--- src/samr_pkg.sv ---
// Package for the serial converter readout block: constants, types, behaviour list
// Behaviour
// - Start bit and address bits enter a five-bit shift register under chip select.
// - Two-input single-ended: odd bit 0 selects input 0, 1 selects input 1.
// - Two-input differential: odd bit 0 makes input 0 positive, 1 reverses.
// - Two-input variant ties lower pair low, upper pair high, common to ground.
// - Four-input single-ended: odd,upper 00->0, 01->2, 10->1, 11->3.
// - Four-input differential: upper selects pair, odd bit picks positive side.
// - Four-input variant holds lower pair high, common to ground; three address bits.
// - Eight-input single-ended: input equals twice pair field plus odd bit, against common.
// - Eight-input differential: pair field picks pair, odd bit picks positive side.
// - Single-input variant has no data-in and needs no address.
// - Each result bit appears on data-out after the falling serial clock edge.
// - Converter samples data-in on rising serial clock edge.
// - Converter makes an eight-bit successive-approximation result and sends it serially.
package samr_pkg;
    localparam int SAMR_RES_BITS = 8;
    localparam int SAMR_SR_BITS = 5;
    localparam int SAMR_INPUTS = 8;
    localparam logic [3:0] SAMR_INPUTS_W = 4'h8;
    localparam logic [2:0] SAMR_SAR_TOP = 3'h7;
    localparam logic [3:0] SAMR_RES_CNT = 4'h8;
    localparam logic [SAMR_RES_BITS-1:0] SAMR_RESULT_RST = 8'h00;

    typedef enum logic [1:0] {
        SAMR_VAR_ONE,
        SAMR_VAR_TWO,
        SAMR_VAR_FOUR,
        SAMR_VAR_EIGHT
    } samr_variant_e;

    typedef enum logic [2:0] {
        SAMR_ST_IDLE,
        SAMR_ST_ADDR,
        SAMR_ST_SETTLE,
        SAMR_ST_CONV,
        SAMR_ST_DONE
    } samr_state_e;

    // Multiplexer choice handed to the analog front end
    typedef struct packed {
        logic single_or_differential_bit;
        logic odd_bit;
        logic [1:0] pair_field;
    } samr_addr_s;

    typedef struct packed {
        logic [SAMR_INPUTS-1:0] pos_sel;
        logic [SAMR_INPUTS-1:0] neg_sel;
        logic common_return_input;
        logic analog_ground;
    } samr_mux_s;
endpackage : samr_pkg

--- src/samr_mux_decode.sv ---
// Multiplexer address decode into positive and negative input selections
`timescale 1ns/100ps
`default_nettype none
module samr_mux_decode
(
    input wire samr_pkg::samr_variant_e i_variant,
    input wire samr_pkg::samr_addr_s i_addr,
    output samr_pkg::samr_mux_s o_mux
);
    logic [1:0] pair;
    logic [2:0] even_in;

    always_comb
    begin
        pair = i_addr.pair_field;
        o_mux = '0;
        unique case (i_variant)
            samr_pkg::SAMR_VAR_ONE:
            begin
                o_mux.pos_sel[0] = 1'b1;
                o_mux.analog_ground = 1'b1;
            end
            samr_pkg::SAMR_VAR_TWO:
            begin
                pair = 2'h2;
            end
            samr_pkg::SAMR_VAR_FOUR:
            begin
                pair = {i_addr.pair_field[1], 1'b1};
            end
            samr_pkg::SAMR_VAR_EIGHT:
            begin
                pair = i_addr.pair_field;
            end
        endcase
        // Lower pair bit only moves the pair in the eight-input part
        even_in = (i_variant == samr_pkg::SAMR_VAR_EIGHT) ? {pair, 1'b0} :
                  (i_variant == samr_pkg::SAMR_VAR_FOUR) ? {1'b0, pair[1], 1'b0} : 3'h0;
        if (i_variant != samr_pkg::SAMR_VAR_ONE)
        begin
            if (i_addr.single_or_differential_bit)
            begin
                o_mux.pos_sel[even_in | {2'h0, i_addr.odd_bit}] = 1'b1;
                if (i_variant == samr_pkg::SAMR_VAR_EIGHT)
                    o_mux.common_return_input = 1'b1;
                else
                    o_mux.analog_ground = 1'b1;
            end
            else
            begin
                o_mux.pos_sel[even_in | {2'h0, i_addr.odd_bit}] = 1'b1;
                o_mux.neg_sel[even_in | {2'h0, ~i_addr.odd_bit}] = 1'b1;
            end
        end
    end
endmodule : samr_mux_decode
`default_nettype wire

--- src/samr_top.sv ---
// Converter-side serial control: address shift-in, SAR conversion, serial result out
`timescale 1ns/100ps
`default_nettype none
module samr_top
(
    input wire logic i_clk,
    input wire logic i_rstn,
    input wire samr_pkg::samr_variant_e i_variant,
    input wire logic i_cs_n,
    input wire logic i_sclk,
    input wire logic i_serial_data_in,
    input wire logic i_comparator,
    output logic o_serial_data_out,
    output logic o_serial_data_out_oe,
    output logic [samr_pkg::SAMR_RES_BITS-1:0] o_dac_code,
    output samr_pkg::samr_mux_s o_mux,
    output logic [samr_pkg::SAMR_RES_BITS-1:0] o_result,
    output logic o_busy
);
    typedef struct packed {
        logic [1:0] cs_sync;
        logic [1:0] sclk_sync;
        logic [1:0] din_sync;
        logic sclk_prev;
        samr_pkg::samr_state_e state;
        logic [samr_pkg::SAMR_SR_BITS-1:0] shift;
        logic [2:0] addr_left;
        samr_pkg::samr_addr_s addr;
        logic [2:0] sar_bit;
        logic [samr_pkg::SAMR_RES_BITS-1:0] trial;
        logic [samr_pkg::SAMR_RES_BITS-1:0] result;
        logic [3:0] out_left;
        logic dout;
        logic dout_oe;
    } samr_reg_s;

    samr_reg_s r;
    samr_reg_s next_r;
    logic cs_act;
    logic sclk_rise;
    logic sclk_fall;
    logic [2:0] addr_len;
    samr_pkg::samr_addr_s sr_addr;

    samr_mux_decode u_decode
    (
        .i_variant(i_variant),
        .i_addr(r.addr),
        .o_mux(o_mux)
    );

    always_comb
    begin
        cs_act = ~r.cs_sync[1];
        sclk_rise = r.sclk_sync[1] & ~r.sclk_prev;
        sclk_fall = ~r.sclk_sync[1] & r.sclk_prev;
        // Address bits after the start bit, by variant
        unique case (i_variant)
            samr_pkg::SAMR_VAR_ONE: addr_len = 3'h0;
            samr_pkg::SAMR_VAR_TWO: addr_len = 3'h2;
            samr_pkg::SAMR_VAR_FOUR: addr_len = 3'h3;
            samr_pkg::SAMR_VAR_EIGHT: addr_len = 3'h4;
        endcase
        sr_addr = '0;
        next_r = r;
        next_r.cs_sync = {r.cs_sync[0], i_cs_n};
        next_r.sclk_sync = {r.sclk_sync[0], i_sclk};
        next_r.din_sync = {r.din_sync[0], i_serial_data_in};
        next_r.sclk_prev = r.sclk_sync[1];
        if (!cs_act)
        begin
            // Deselect aborts and floats the data-out line
            next_r.state = samr_pkg::SAMR_ST_IDLE;
            next_r.dout_oe = 1'b0;
            next_r.dout = 1'b0;
        end
        else
        begin
            unique case (r.state)
                samr_pkg::SAMR_ST_IDLE:
                begin
                    next_r.shift = '0;
                    if (i_variant == samr_pkg::SAMR_VAR_ONE)
                        next_r.state = samr_pkg::SAMR_ST_SETTLE;
                    else if (sclk_rise && r.din_sync[1])
                    begin
                        next_r.shift = {{(samr_pkg::SAMR_SR_BITS-1){1'b0}}, 1'b1};
                        next_r.addr_left = addr_len;
                        next_r.state = samr_pkg::SAMR_ST_ADDR;
                    end
                end
                samr_pkg::SAMR_ST_ADDR:
                begin
                    if (sclk_rise)
                    begin
                        next_r.shift = {r.shift[samr_pkg::SAMR_SR_BITS-2:0], r.din_sync[1]};
                        next_r.addr_left = r.addr_left - 3'h1;
                        if (r.addr_left == 3'h1)
                        begin
                            unique case (i_variant)
                                samr_pkg::SAMR_VAR_TWO:
                                    sr_addr = {r.shift[0], r.din_sync[1], 2'h0};
                                samr_pkg::SAMR_VAR_FOUR:
                                    sr_addr = {r.shift[1:0], r.din_sync[1], 1'b0};
                                default:
                                    sr_addr = {r.shift[2:0], r.din_sync[1]};
                            endcase
                            next_r.addr = sr_addr;
                            next_r.state = samr_pkg::SAMR_ST_SETTLE;
                        end
                    end
                end
                samr_pkg::SAMR_ST_SETTLE:
                begin
                    // One falling edge lets the mux settle before conversion
                    if (sclk_fall)
                    begin
                        next_r.dout_oe = 1'b1;
                        next_r.dout = 1'b0;
                        next_r.sar_bit = samr_pkg::SAMR_SAR_TOP;
                        next_r.trial = {1'b1, {(samr_pkg::SAMR_RES_BITS-1){1'b0}}};
                        next_r.state = samr_pkg::SAMR_ST_CONV;
                    end
                end
                samr_pkg::SAMR_ST_CONV:
                begin
                    // Binary search; comparator high keeps the trial bit
                    next_r.trial[r.sar_bit] = i_comparator;
                    if (r.sar_bit == 3'h0)
                    begin
                        next_r.result = {r.trial[7:1], i_comparator};
                        next_r.out_left = samr_pkg::SAMR_RES_CNT;
                        next_r.state = samr_pkg::SAMR_ST_DONE;
                    end
                    else
                    begin
                        next_r.trial[r.sar_bit - 3'h1] = 1'b1;
                        next_r.sar_bit = r.sar_bit - 3'h1;
                    end
                end
                samr_pkg::SAMR_ST_DONE:
                begin
                    // Conversion needs 8 fast clocks, far under one serial bit time
                    if (sclk_fall && r.out_left != 4'h0)
                    begin
                        next_r.dout = r.result[r.out_left[2:0] - 3'h1];
                        next_r.out_left = r.out_left - 4'h1;
                    end
                end
                default:
                    next_r.state = samr_pkg::SAMR_ST_IDLE;
            endcase
        end
    end

    always_ff @(posedge i_clk or negedge i_rstn)
    begin
        if (!i_rstn)
        begin
            r <= '0;
            r.cs_sync <= 2'h3;
            r.state <= samr_pkg::SAMR_ST_IDLE;
            r.result <= samr_pkg::SAMR_RESULT_RST;
        end
        else
        begin
            r <= next_r;
        end
    end

    assign o_serial_data_out = r.dout;
    assign o_serial_data_out_oe = r.dout_oe;
    assign o_dac_code = r.trial;
    assign o_result = r.result;
    assign o_busy = (r.state != samr_pkg::SAMR_ST_IDLE);
endmodule : samr_top
`default_nettype wire

--- config.mk ---
export PLATFORM = sky130hd
export DESIGN_NAME = samr_top
export DESIGN_NICKNAME = d
export VERILOG_FILES = /design/src/samr_pkg.sv /design/src/samr_mux_decode.sv /design/src/samr_top.sv
export SDC_FILE = /design/constraint.sdc
export NUM_CORES = 1
export LEC_CHECK = 0
export BUFFER_PORTS_ARGS = -buffer_cell sky130_fd_sc_hd__buf_2
export CAP_MARGIN = 20
export CORE_ASPECT_RATIO = 0.6
export CORE_MARGIN = 3
export CORE_UTILIZATION = 40
export DETAILED_ROUTE_END_ITERATION = 10
export SETUP_SLACK_MARGIN = 0.05
export SYNTH_ARGS = -nofsm -noshare
export SYNTH_HDL_FRONTEND = slang
export SYNTH_SLANG_ARGS = --single-unit
--- constraint.sdc ---
create_clock -name i_clk -period 2.1 [get_ports i_clk]
set_input_delay 0.105 -clock i_clk [delete_from_list [all_inputs] [get_ports i_clk]]
set_output_delay 0.105 -clock i_clk [all_outputs]
set_load 0.005 [all_outputs]
Yosys cells after proc, flatten, opt, wreduce, memory -nomap -nowiden
Cells that the tools add are included.
{"block": "totals", "out_inout_bits": 37, "wordCells": 132, "register_bits": 46, "input_bits": 8}
{"block": "op_classes", "order_cmp": 9, "bitwise": 10, "n_eq_ne": 22, "reduce_logical": 28, "n_mux": 43, "add_sub_neg": 4}
{"op": "$mux 11", "count": 3}
{"op": "$pmux 11 s2", "count": 1}
{"op": "$lt 3x4->1 const B", "count": 5}
{"op": "$mux 18", "count": 1}
{"op": "$mux 3", "count": 6}
{"op": "$ne 2x2->1 const B", "count": 8}
{"op": "$pmux 4 s2", "count": 2}
{"op": "$mux 15", "count": 1}
{"op": "$ne 3x3->1 const B", "count": 5}
{"op": "$pmux 3 s5", "count": 1}
{"op": "$pmux 7 s2", "count": 1}
{"op": "$demux 1 s3", "count": 4}
{"op": "$ge 3x1->1 const B", "count": 4}
{"op": "$reduce_and 3->1", "count": 4}
{"op": "$reduce_and 4->1", "count": 3}
{"op": "$reduce_bool 2->1", "count": 6}
{"op": "$mux 1", "count": 9}
{"op": "$pmux 3 s3", "count": 1}
{"op": "$sub 3x1->3 const B", "count": 3}
{"op": "$bwmux 8", "count": 1}
{"op": "$mux 2", "count": 4}
{"op": "$mux 4", "count": 2}
{"op": "$mux 8", "count": 1}
{"op": "$or 1x8->8", "count": 1}
{"op": "other kinds (24)", "count": 39}

Depth between registers and ports, before layout
Gate-level depths: netlist (run 1).
{"block": "logic_depth", "word_depth": 11, "ltp_mapped": 8, "ltp_nobuf": 6}

By module
Synthesis (run 1) repeated with hierarchy kept, for this count alone.
{"block": "unflattened", "hier_cells": 297, "area_unflattened_um2": 3020.4}
{"module": "samr_top", "instances": 1, "cells_per_inst": 253, "area_each_um2": 2671.3, "seq_area_each_um2": 1128.6}
{"module": "samr_mux_decode", "instances": 1, "cells_per_inst": 44, "area_each_um2": 349.1, "seq_area_each_um2": 0.0}

Worst setup path before layout (run 1)
OpenSTA, ideal clock, no wires.
{"block": "synth_path", "path_type": "flip-flop to flip-flop", "startpoint": "reg r[23] (netlist bit)", "endpoint": "reg r (netlist bit o_dac_code[7])", "t_required_ps": 2022, "path_slack_ps": 206, "synth_period_minus_slack_ps": 1894, "path_buffers": 1, "stages_incl_launch_ff": 8, "setup_time_ps": 78, "arrival_ps": 1816, "path_cell_list": "dfrtp_1 -> clkbuf_1 -> inv_1 -> ha_1 -> or3b_4 -> a211o_1 -> a31o_2 -> a21oi_1"}
{"block": "synth_via", "elab_chain_cells": 8, "word_cells_on_any_way": 16, "classes_between": "add/sub: 1; order compare: 4; mux: 7; bitwise: 1; reduce/logical: 3"}
{"element": "from (decl)", "line_no": "samr_top.sv:37", "rtl": "samr_reg_s r;"}
{"element": "from (signal assigned)", "line_no": "samr_top.sv:167", "rtl": "r <= next_r;"}
{"element": "$sub 3x1->3 (tied with other cells)", "line_no": "samr_top.sv:137", "rtl": "next_r.trial[r.sar_bit - 3'h1] = 1'b1;"}
{"element": "$lt 3x4->1 (implied by the code) (tied with other cells)", "line_no": "samr_top.sv:137"}
{"element": "$logic_and 1x1->1 (implied by the code) or $mux 1 (tied branches)", "line_no": "samr_top.sv:137, samr_top.sv:128"}
{"element": "$mux 1 (implied by the code) or $demux 1 s3 (tied branches)", "line_no": "samr_top.sv:137, samr_top.sv:128"}
{"element": "$demux 1 s3 or $bwmux 8 (tied branches)", "line_no": "samr_top.sv:137, samr_top.sv:128"}
{"element": "$or 8x8->8 (no source line)"}
{"element": "$mux 11 *", "line_no": "samr_top.sv:129", "rtl": "if (r.sar_bit == 3'h0)"}
{"element": "$pmux 11 s2 *", "line_no": "samr_top.sv:79", "rtl": "unique case (r.state)"}
Mark *: on every way between the ends. The rest lies on a longest branch, timed or not. The select of a mux whose other input is x is not followed.
A chain may end at the register's enable or synchronous reset.

Final worst setup path (run 1)
{"block": "layout_path", "startpoint": "reg r[22] (netlist bit)", "endpoint": "reg r (netlist bit o_dac_code[7])"}
The elaborated chain is that of the path after synthesis.

==> results of run 1 <==
cells by family after synthesis:
family	after synthesis	share of synthesized area (%)
and+or+nand+nor	86	17.5
AOI/OAI and AO/OA	80	18.6
buffers and inverters	46	8.81
DFF	45	40.3
muxes	21	9.44
adders and majority gates	11	4.92
xor gates and xnor gates	1	0.313
metal layers:
layer	up-vias	track usage, %
li1	1108	-
met1	1065	27.3
met3	7	3.85
met2	49	19.9
met4	0	4.48
met5	-	0
layout by cell type, fill, tap and decap left out, types with 3 or more instances in the layout:
master | netlist | routed
dfrtp_1 | 43 | 43
buf_4 | 16 | 12
nand2b_1 | 5 | 5
clkbuf_16 | 0 | 5
o21ai_0 | 23 | 23
mux2_2 | 11 | 11
a211oi_1 | 6 | 6
nor2b_1 | 9 | 9
buf_2 | 5 | 44
mux2_4 | 3 | 3
a31oi_1 | 8 | 8
ha_1 | 11 | 11
nand3_1 | 8 | 8
inv_1 | 17 | 17
nor2_1 | 22 | 22
dlygate4sd3_1 | 0 | 4
nand2_1 | 15 | 15
a21oi_1 | 16 | 16
or3_1 | 3 | 3
mux2i_1 | 5 | 5
nor3_1 | 6 | 6
timing repair:
| action | in CTS | in global routing |
|---|---|---|
| endpoints found under the hold margin | 26 | 0 |
| hold buffers | 4 | 0 |
| setup buffers | 0 | 0 |
| endpoints found under the setup margin | 0 | 0 |
synthesized netlist by cell type (all sizes together), types with 2 or more instances:
master and n:
a211o 2, a211oi 6, a21oi 16, a22o 2
a22oi 2, a31o 2, a31oi 8, and3b 2
buf 22, clkbuf 6, dfrtp 43, dfstp 2
ha 11, inv 18, mux2 14, mux2i 5
mux4 2, nand2 15, nand2b 5, nand3 9
nand3b 2, nand4b 2, nor2 23, nor2b 10
nor3 6, o211ai 2, o21a 2, o21ai 23
o21bai 2, o2bb2ai 2, o32a 2, or3 3
or3b 2
worst max path at each step:
| stage | slack, ps | depth (start not counted) | to | startpoint |
|---|---|---|---|---|
| after global routing | 140 | 6 | o_dac_code[7] | r[22] |
| after global placement | 280 | 6 | o_dac_code[7] | r[22] |
| after detailed placement | 250 | 6 | o_dac_code[7] | r[22] |
| after floorplan | 210 | 7 | o_dac_code[7] | r[23] |
| final | 220 | 6 | o_dac_code[7] | r[22] |
| after CTS | 220 | 6 | o_dac_code[7] | r[22] |
stage by stage:
| stage | area [sq um] | cells | hold WS (ps) |
|---|---|---|---|
| after floorplan | 2800 | 290 | -191 |
| after global placement | 3030 | 402 | 142 |
| after detailed placement | 3030 | 402 | 152 |
| after CTS | 3220 | 414 | 212 |
| after global routing | 3220 | 414 | 227 |
| final | 3220 | 414 | 229 |
cell type report:
cell class / instances / share of cell area, %
clock buffer: 7 / 4.42
clock inverter: 1 / 0.233
inverter: 18 / 2.10
multi-input combinational: 199 / 44.1
sequential: 45 / 35.0
tap: 84 / 3.26
timing repair buffer: 60 / 10.9
state kept, by name (all words and copies together), names as in the netlist:
signal / flops
next_r: 4
o_dac_code: 8
o_result: 8
o_serial_data_out: 1
o_serial_data_out_oe: 1
r: 23
report_power, final:
group,total (mW),switching (mW),internal (mW)
registers,1.24,0.189,1.05
logic,1.08,0.579,0.497
clock network,0.797,0.323,0.474
total,3.12,1.09,2.02
worst reg2reg max path, cell delays in order (launching register included):
cell,delay [ps]
dfrtp_1,380
inv_2,120
ha_1,230
or3b_4,420
a211o_1,270
a31o_2,250
a21oi_1,140
==> results.tsv, run 1 <==
metric	value	unit
final_nets	348	
port-buffer-count	44	
clock.fmax	533	MHz
wl_met1	3480	um
crit_required	2310	ps
drtAntennaViolNets	0	
end_kind	flip-flop	
fin_ws	222	ps
synth-edff-count	0	
h-tree-depth	2	
die_w	114	um
antenna_cells	0	
synth_area_leaders	dfrtp_1 38%, ha_1 4.9%, mux2_2 4.4%	
hp-class	primary input to flip-flop	
initial_core_util	43.4	%
synth_top_cell_by_area	dfrtp_1	
cp_cell_sequence	inv_2, ha_1, or3b_4, a211o_1, a31o_2, a21oi_1	
cts_resized	0	
totalWireLength	6220	um
wl_met2	2330	um
grt_max_degree	28	
hold_path_depth	2	
avgViaCountPerCell	5.38	
nFillCells	590	
fp.coreArea	0.00644	sq mm
seq_area	0.00113	sq mm
ys_warn_count	0	
min_from	i_comparator	
grt_pass1_wl	10400	um
crit_family	compound AO/OA/AOI/OAI gates	
worstPathArrival	2090	ps
finClkSkew	4.61	ps
yosysTopAreaCellShare	38.5	%
avgSynthCellArea	9.65	sq um
outcome	finished, final reports clean	
hold-path-endpoint	o_result[0]	
fin_util	50.1	%
maxSlewViolCount	0	
finalPower	3.12	mW
startpoint_type	flip-flop	
io_pins	45	
vias	2229	
post_drt_wl_per_cell	15.0	um
cp_slowest_cell	or3b_4	
pre_cts_slack	251	ps
hold_viol_final	0	
syn-num-nets	309	
rsz0062_at_grt	false	
clock_latency	290	ps
drc	0	
cpPeakStageDelay	410	ps
synth-main-ff-cell	dfrtp_1	
r2r_start	r[22]	
antenna_found_initial	0	
reg2reg_to	o_dac_code[7]	
synth_seq_area_share	40.3	%
detail_route.first_pass.iterations	4	
hpwlAfterDp	4730	um
chipHeight	70.8	um
max_slew_margin	42.7	%
cts_tree	built	
met3_length	347	um
numCtsBuffers	5	
multi_input_area	0.00142	sq mm
clk_pin_slew	60	ps
first_global_vias	2030	
rows	22	
grt_overflow	0	
place_congestion	0.822	
cap_viol_max_count	0	
dieArea	0.00807	sq mm
path_buf_inv	1	
ys_types	59	
async_reset_ff_share	100	%
vdd_drop_max	578	uV
ys_seq_elements	45	
top_layer	met4	
worstRegToRegCells	6	
setup_tns	0	ps
crit_fanout	7	
syn_to_final_growth	15.3	%
worst_slew_pin_slew	856	ps
cts.sinks	45	
fin_crit	1880	ps
regToRegSetupSlack	220	ps
synthCells	290	
powerDensity	966	mW/mm^2
worstSetupPathType	flip-flop to flip-flop	
drive_gt1_share	28.2	%
gr-usage-all-layers	16.3	%
mappedNetlistArea	0.00280	sq mm
power.leakage	1.52	nW
setup_viol	0	
cts_root_buf	clkbuf_16	
cts_buffer_depth	2	
min_period_over_period	89.4	%
drtIter0Drc	189	
(Power assumes the default switching activity.)
==> run 2: changes to the inputs <==
clock period = 1.9 ns   (was 2.1 ns; I/O delays follow)
==> run 2 against run 1 <==
Compared with the run above:
- global-route usage is 0.13 points higher
- die area stayed put
- cell count is 1.7% higher
- final area is 3.6% higher
- critical endpoint is now r[25]
==> results.tsv, run 2 (same netlist as run 1, synthesis figures left out) <==
metric	value	unit
crit_required	2070	ps
worst_slew_pin_slew	554	ps
gr-usage-all-layers	16.4	%
vias	2225	
startpoint_type	flip-flop	
final_nets	355	
cap_viol_max_count	0	
drive_gt1_share	31.8	%
max_slew_margin	63.1	%
outcome	finished, final reports clean	
worstPathArrival	1950	ps
numCtsBuffers	5	
multi_input_area	0.00145	sq mm
min_period_over_period	93.5	%
cp_slowest_cell	dfrtp_1	
port-buffer-count	44	
drtIter0Drc	153	
drtAntennaViolNets	0	
rows	22	
initial_core_util	43.4	%
largest_reg_flops	23	
fp.coreArea	0.00644	sq mm
cts_root_buf	clkbuf_16	
dieArea	0.00807	sq mm
finClkSkew	4.32	ps
syn_to_final_growth	19.4	%
io_pins	45	
crit_fanout	12	
chipHeight	70.8	um
clock.fmax	563	MHz
h-tree-depth	2	
grt_overflow	0	
crit_family	simple AND/OR/NAND/NOR gates	
antenna_found_initial	0	
pre_cts_slack	40.1	ps
detail_route.first_pass.iterations	4	
totalWireLength	6330	um
antenna_cells	0	
worstSetupPathType	flip-flop to flip-flop	
final_cell_mix	44 x buf_2, 43 x dfrtp_1, 22 x nor2_1	
grt_pass1_wl	10500	um
power.leakage	1.57	nW
die_w	114	um
drc	0	
place_congestion	0.841	
powerDensity	1110	mW/mm^2
path_buf_inv	0	
maxSlewViolCount	0	
clk_pin_slew	60	ps
setup_tns	0	ps
grt_max_degree	24	
cpPeakStageDelay	520	ps
seq_area	0.00113	sq mm
fin_crit	1780	ps
layout_commonest_cell	buf_2	
hpwlAfterDp	4800	um
cts_tree	built	
nFillCells	603	
clock_latency	290	ps
fin_ws	124	ps
avgViaCountPerCell	5.29	
hp-class	primary input to flip-flop	
top_register	r	
end_kind	flip-flop	
cts_buffer_depth	2	
first_global_vias	1968	
setup_viol	0	
finalPower	3.70	mW
rsz0062_at_grt	true	
vdd_drop_max	698	uV
cts.sinks	45	
post_drt_wl_per_cell	15.0	um
hold_viol_final	0	
cp_cell_sequence	nor2_4, nand3_4, or3_1, mux2_4	
==> run 2: power by group <==
part / switching [mW] / total (mW) / internal (mW)
combinational: 0.683 / 1.30 / 0.617
clock: 0.373 / 1.03 / 0.656
sequential: 0.208 / 1.37 / 1.16
total: 1.26 / 3.70 / 2.44
==> run 2: layout make-up <==
type	count	area share (%)
multi-input combinational	199	43.3
sequential	45	33.8
timing repair buffer	67	12.4
clock buffer	6	4.16
tap	84	3.15
inverter	18	2.02
clock inverter	2	1.12
==> run 2: worst paths after layout <==
check / slack [ps] / cells after the start / from / endpoint
max in group asynchronous: 980 / 3 / i_rstn / next_r[46]
worst max-delay path: 120 / 4 / r[38] / r[25]
min in group asynchronous: 330 / 2 / i_rstn / r[2]
worst min-delay path: 180 / 2 / i_comparator / o_result[0]
worst min register to register: 350 / 0 / next_r[44] / next_r[40]
worst max register to register: 120 / 4 / r[38] / r[25]
==> run 2: routing by layer <==
| layer | vias to the layer above | routed length (um) | GRT usage (%) |
|---|---|---|---|
| li1 | 1117 | - | - |
| met1 | 1036 | 3540 | 28.5 |
| met2 | 65 | 2340 | 18.9 |
| met3 | 7 | 377 | 3.42 |
| met4 | 0 | 68 | 5.01 |
| met5 | - | 0 | 0 |
==> run 2: stage by stage <==
step / utilization [%] / area, sq um / hold WS (ps) / instances
finish: 51.8 / 3340 / 182 / 421
global route: 51.8 / 3340 / 192 / 421
CTS: 51.5 / 3310 / 175 / 420
detailed placement: 48.0 / 3090 / 115 / 408
global placement: 48.0 / 3090 / 117 / 408
floorplan: - / 2800 / -201 / 290
==> run 2: repair_timing <==
action / in CTS / in global routing
cloned: 0 / 0
setup endpoints to repair: 1 / 11
hold endpoints to repair: 25 / 0
pin swaps: 0 / 0
gates resized for setup: 1 / 7
setup buffers: 0 / 1
hold buffers: 4 / 0
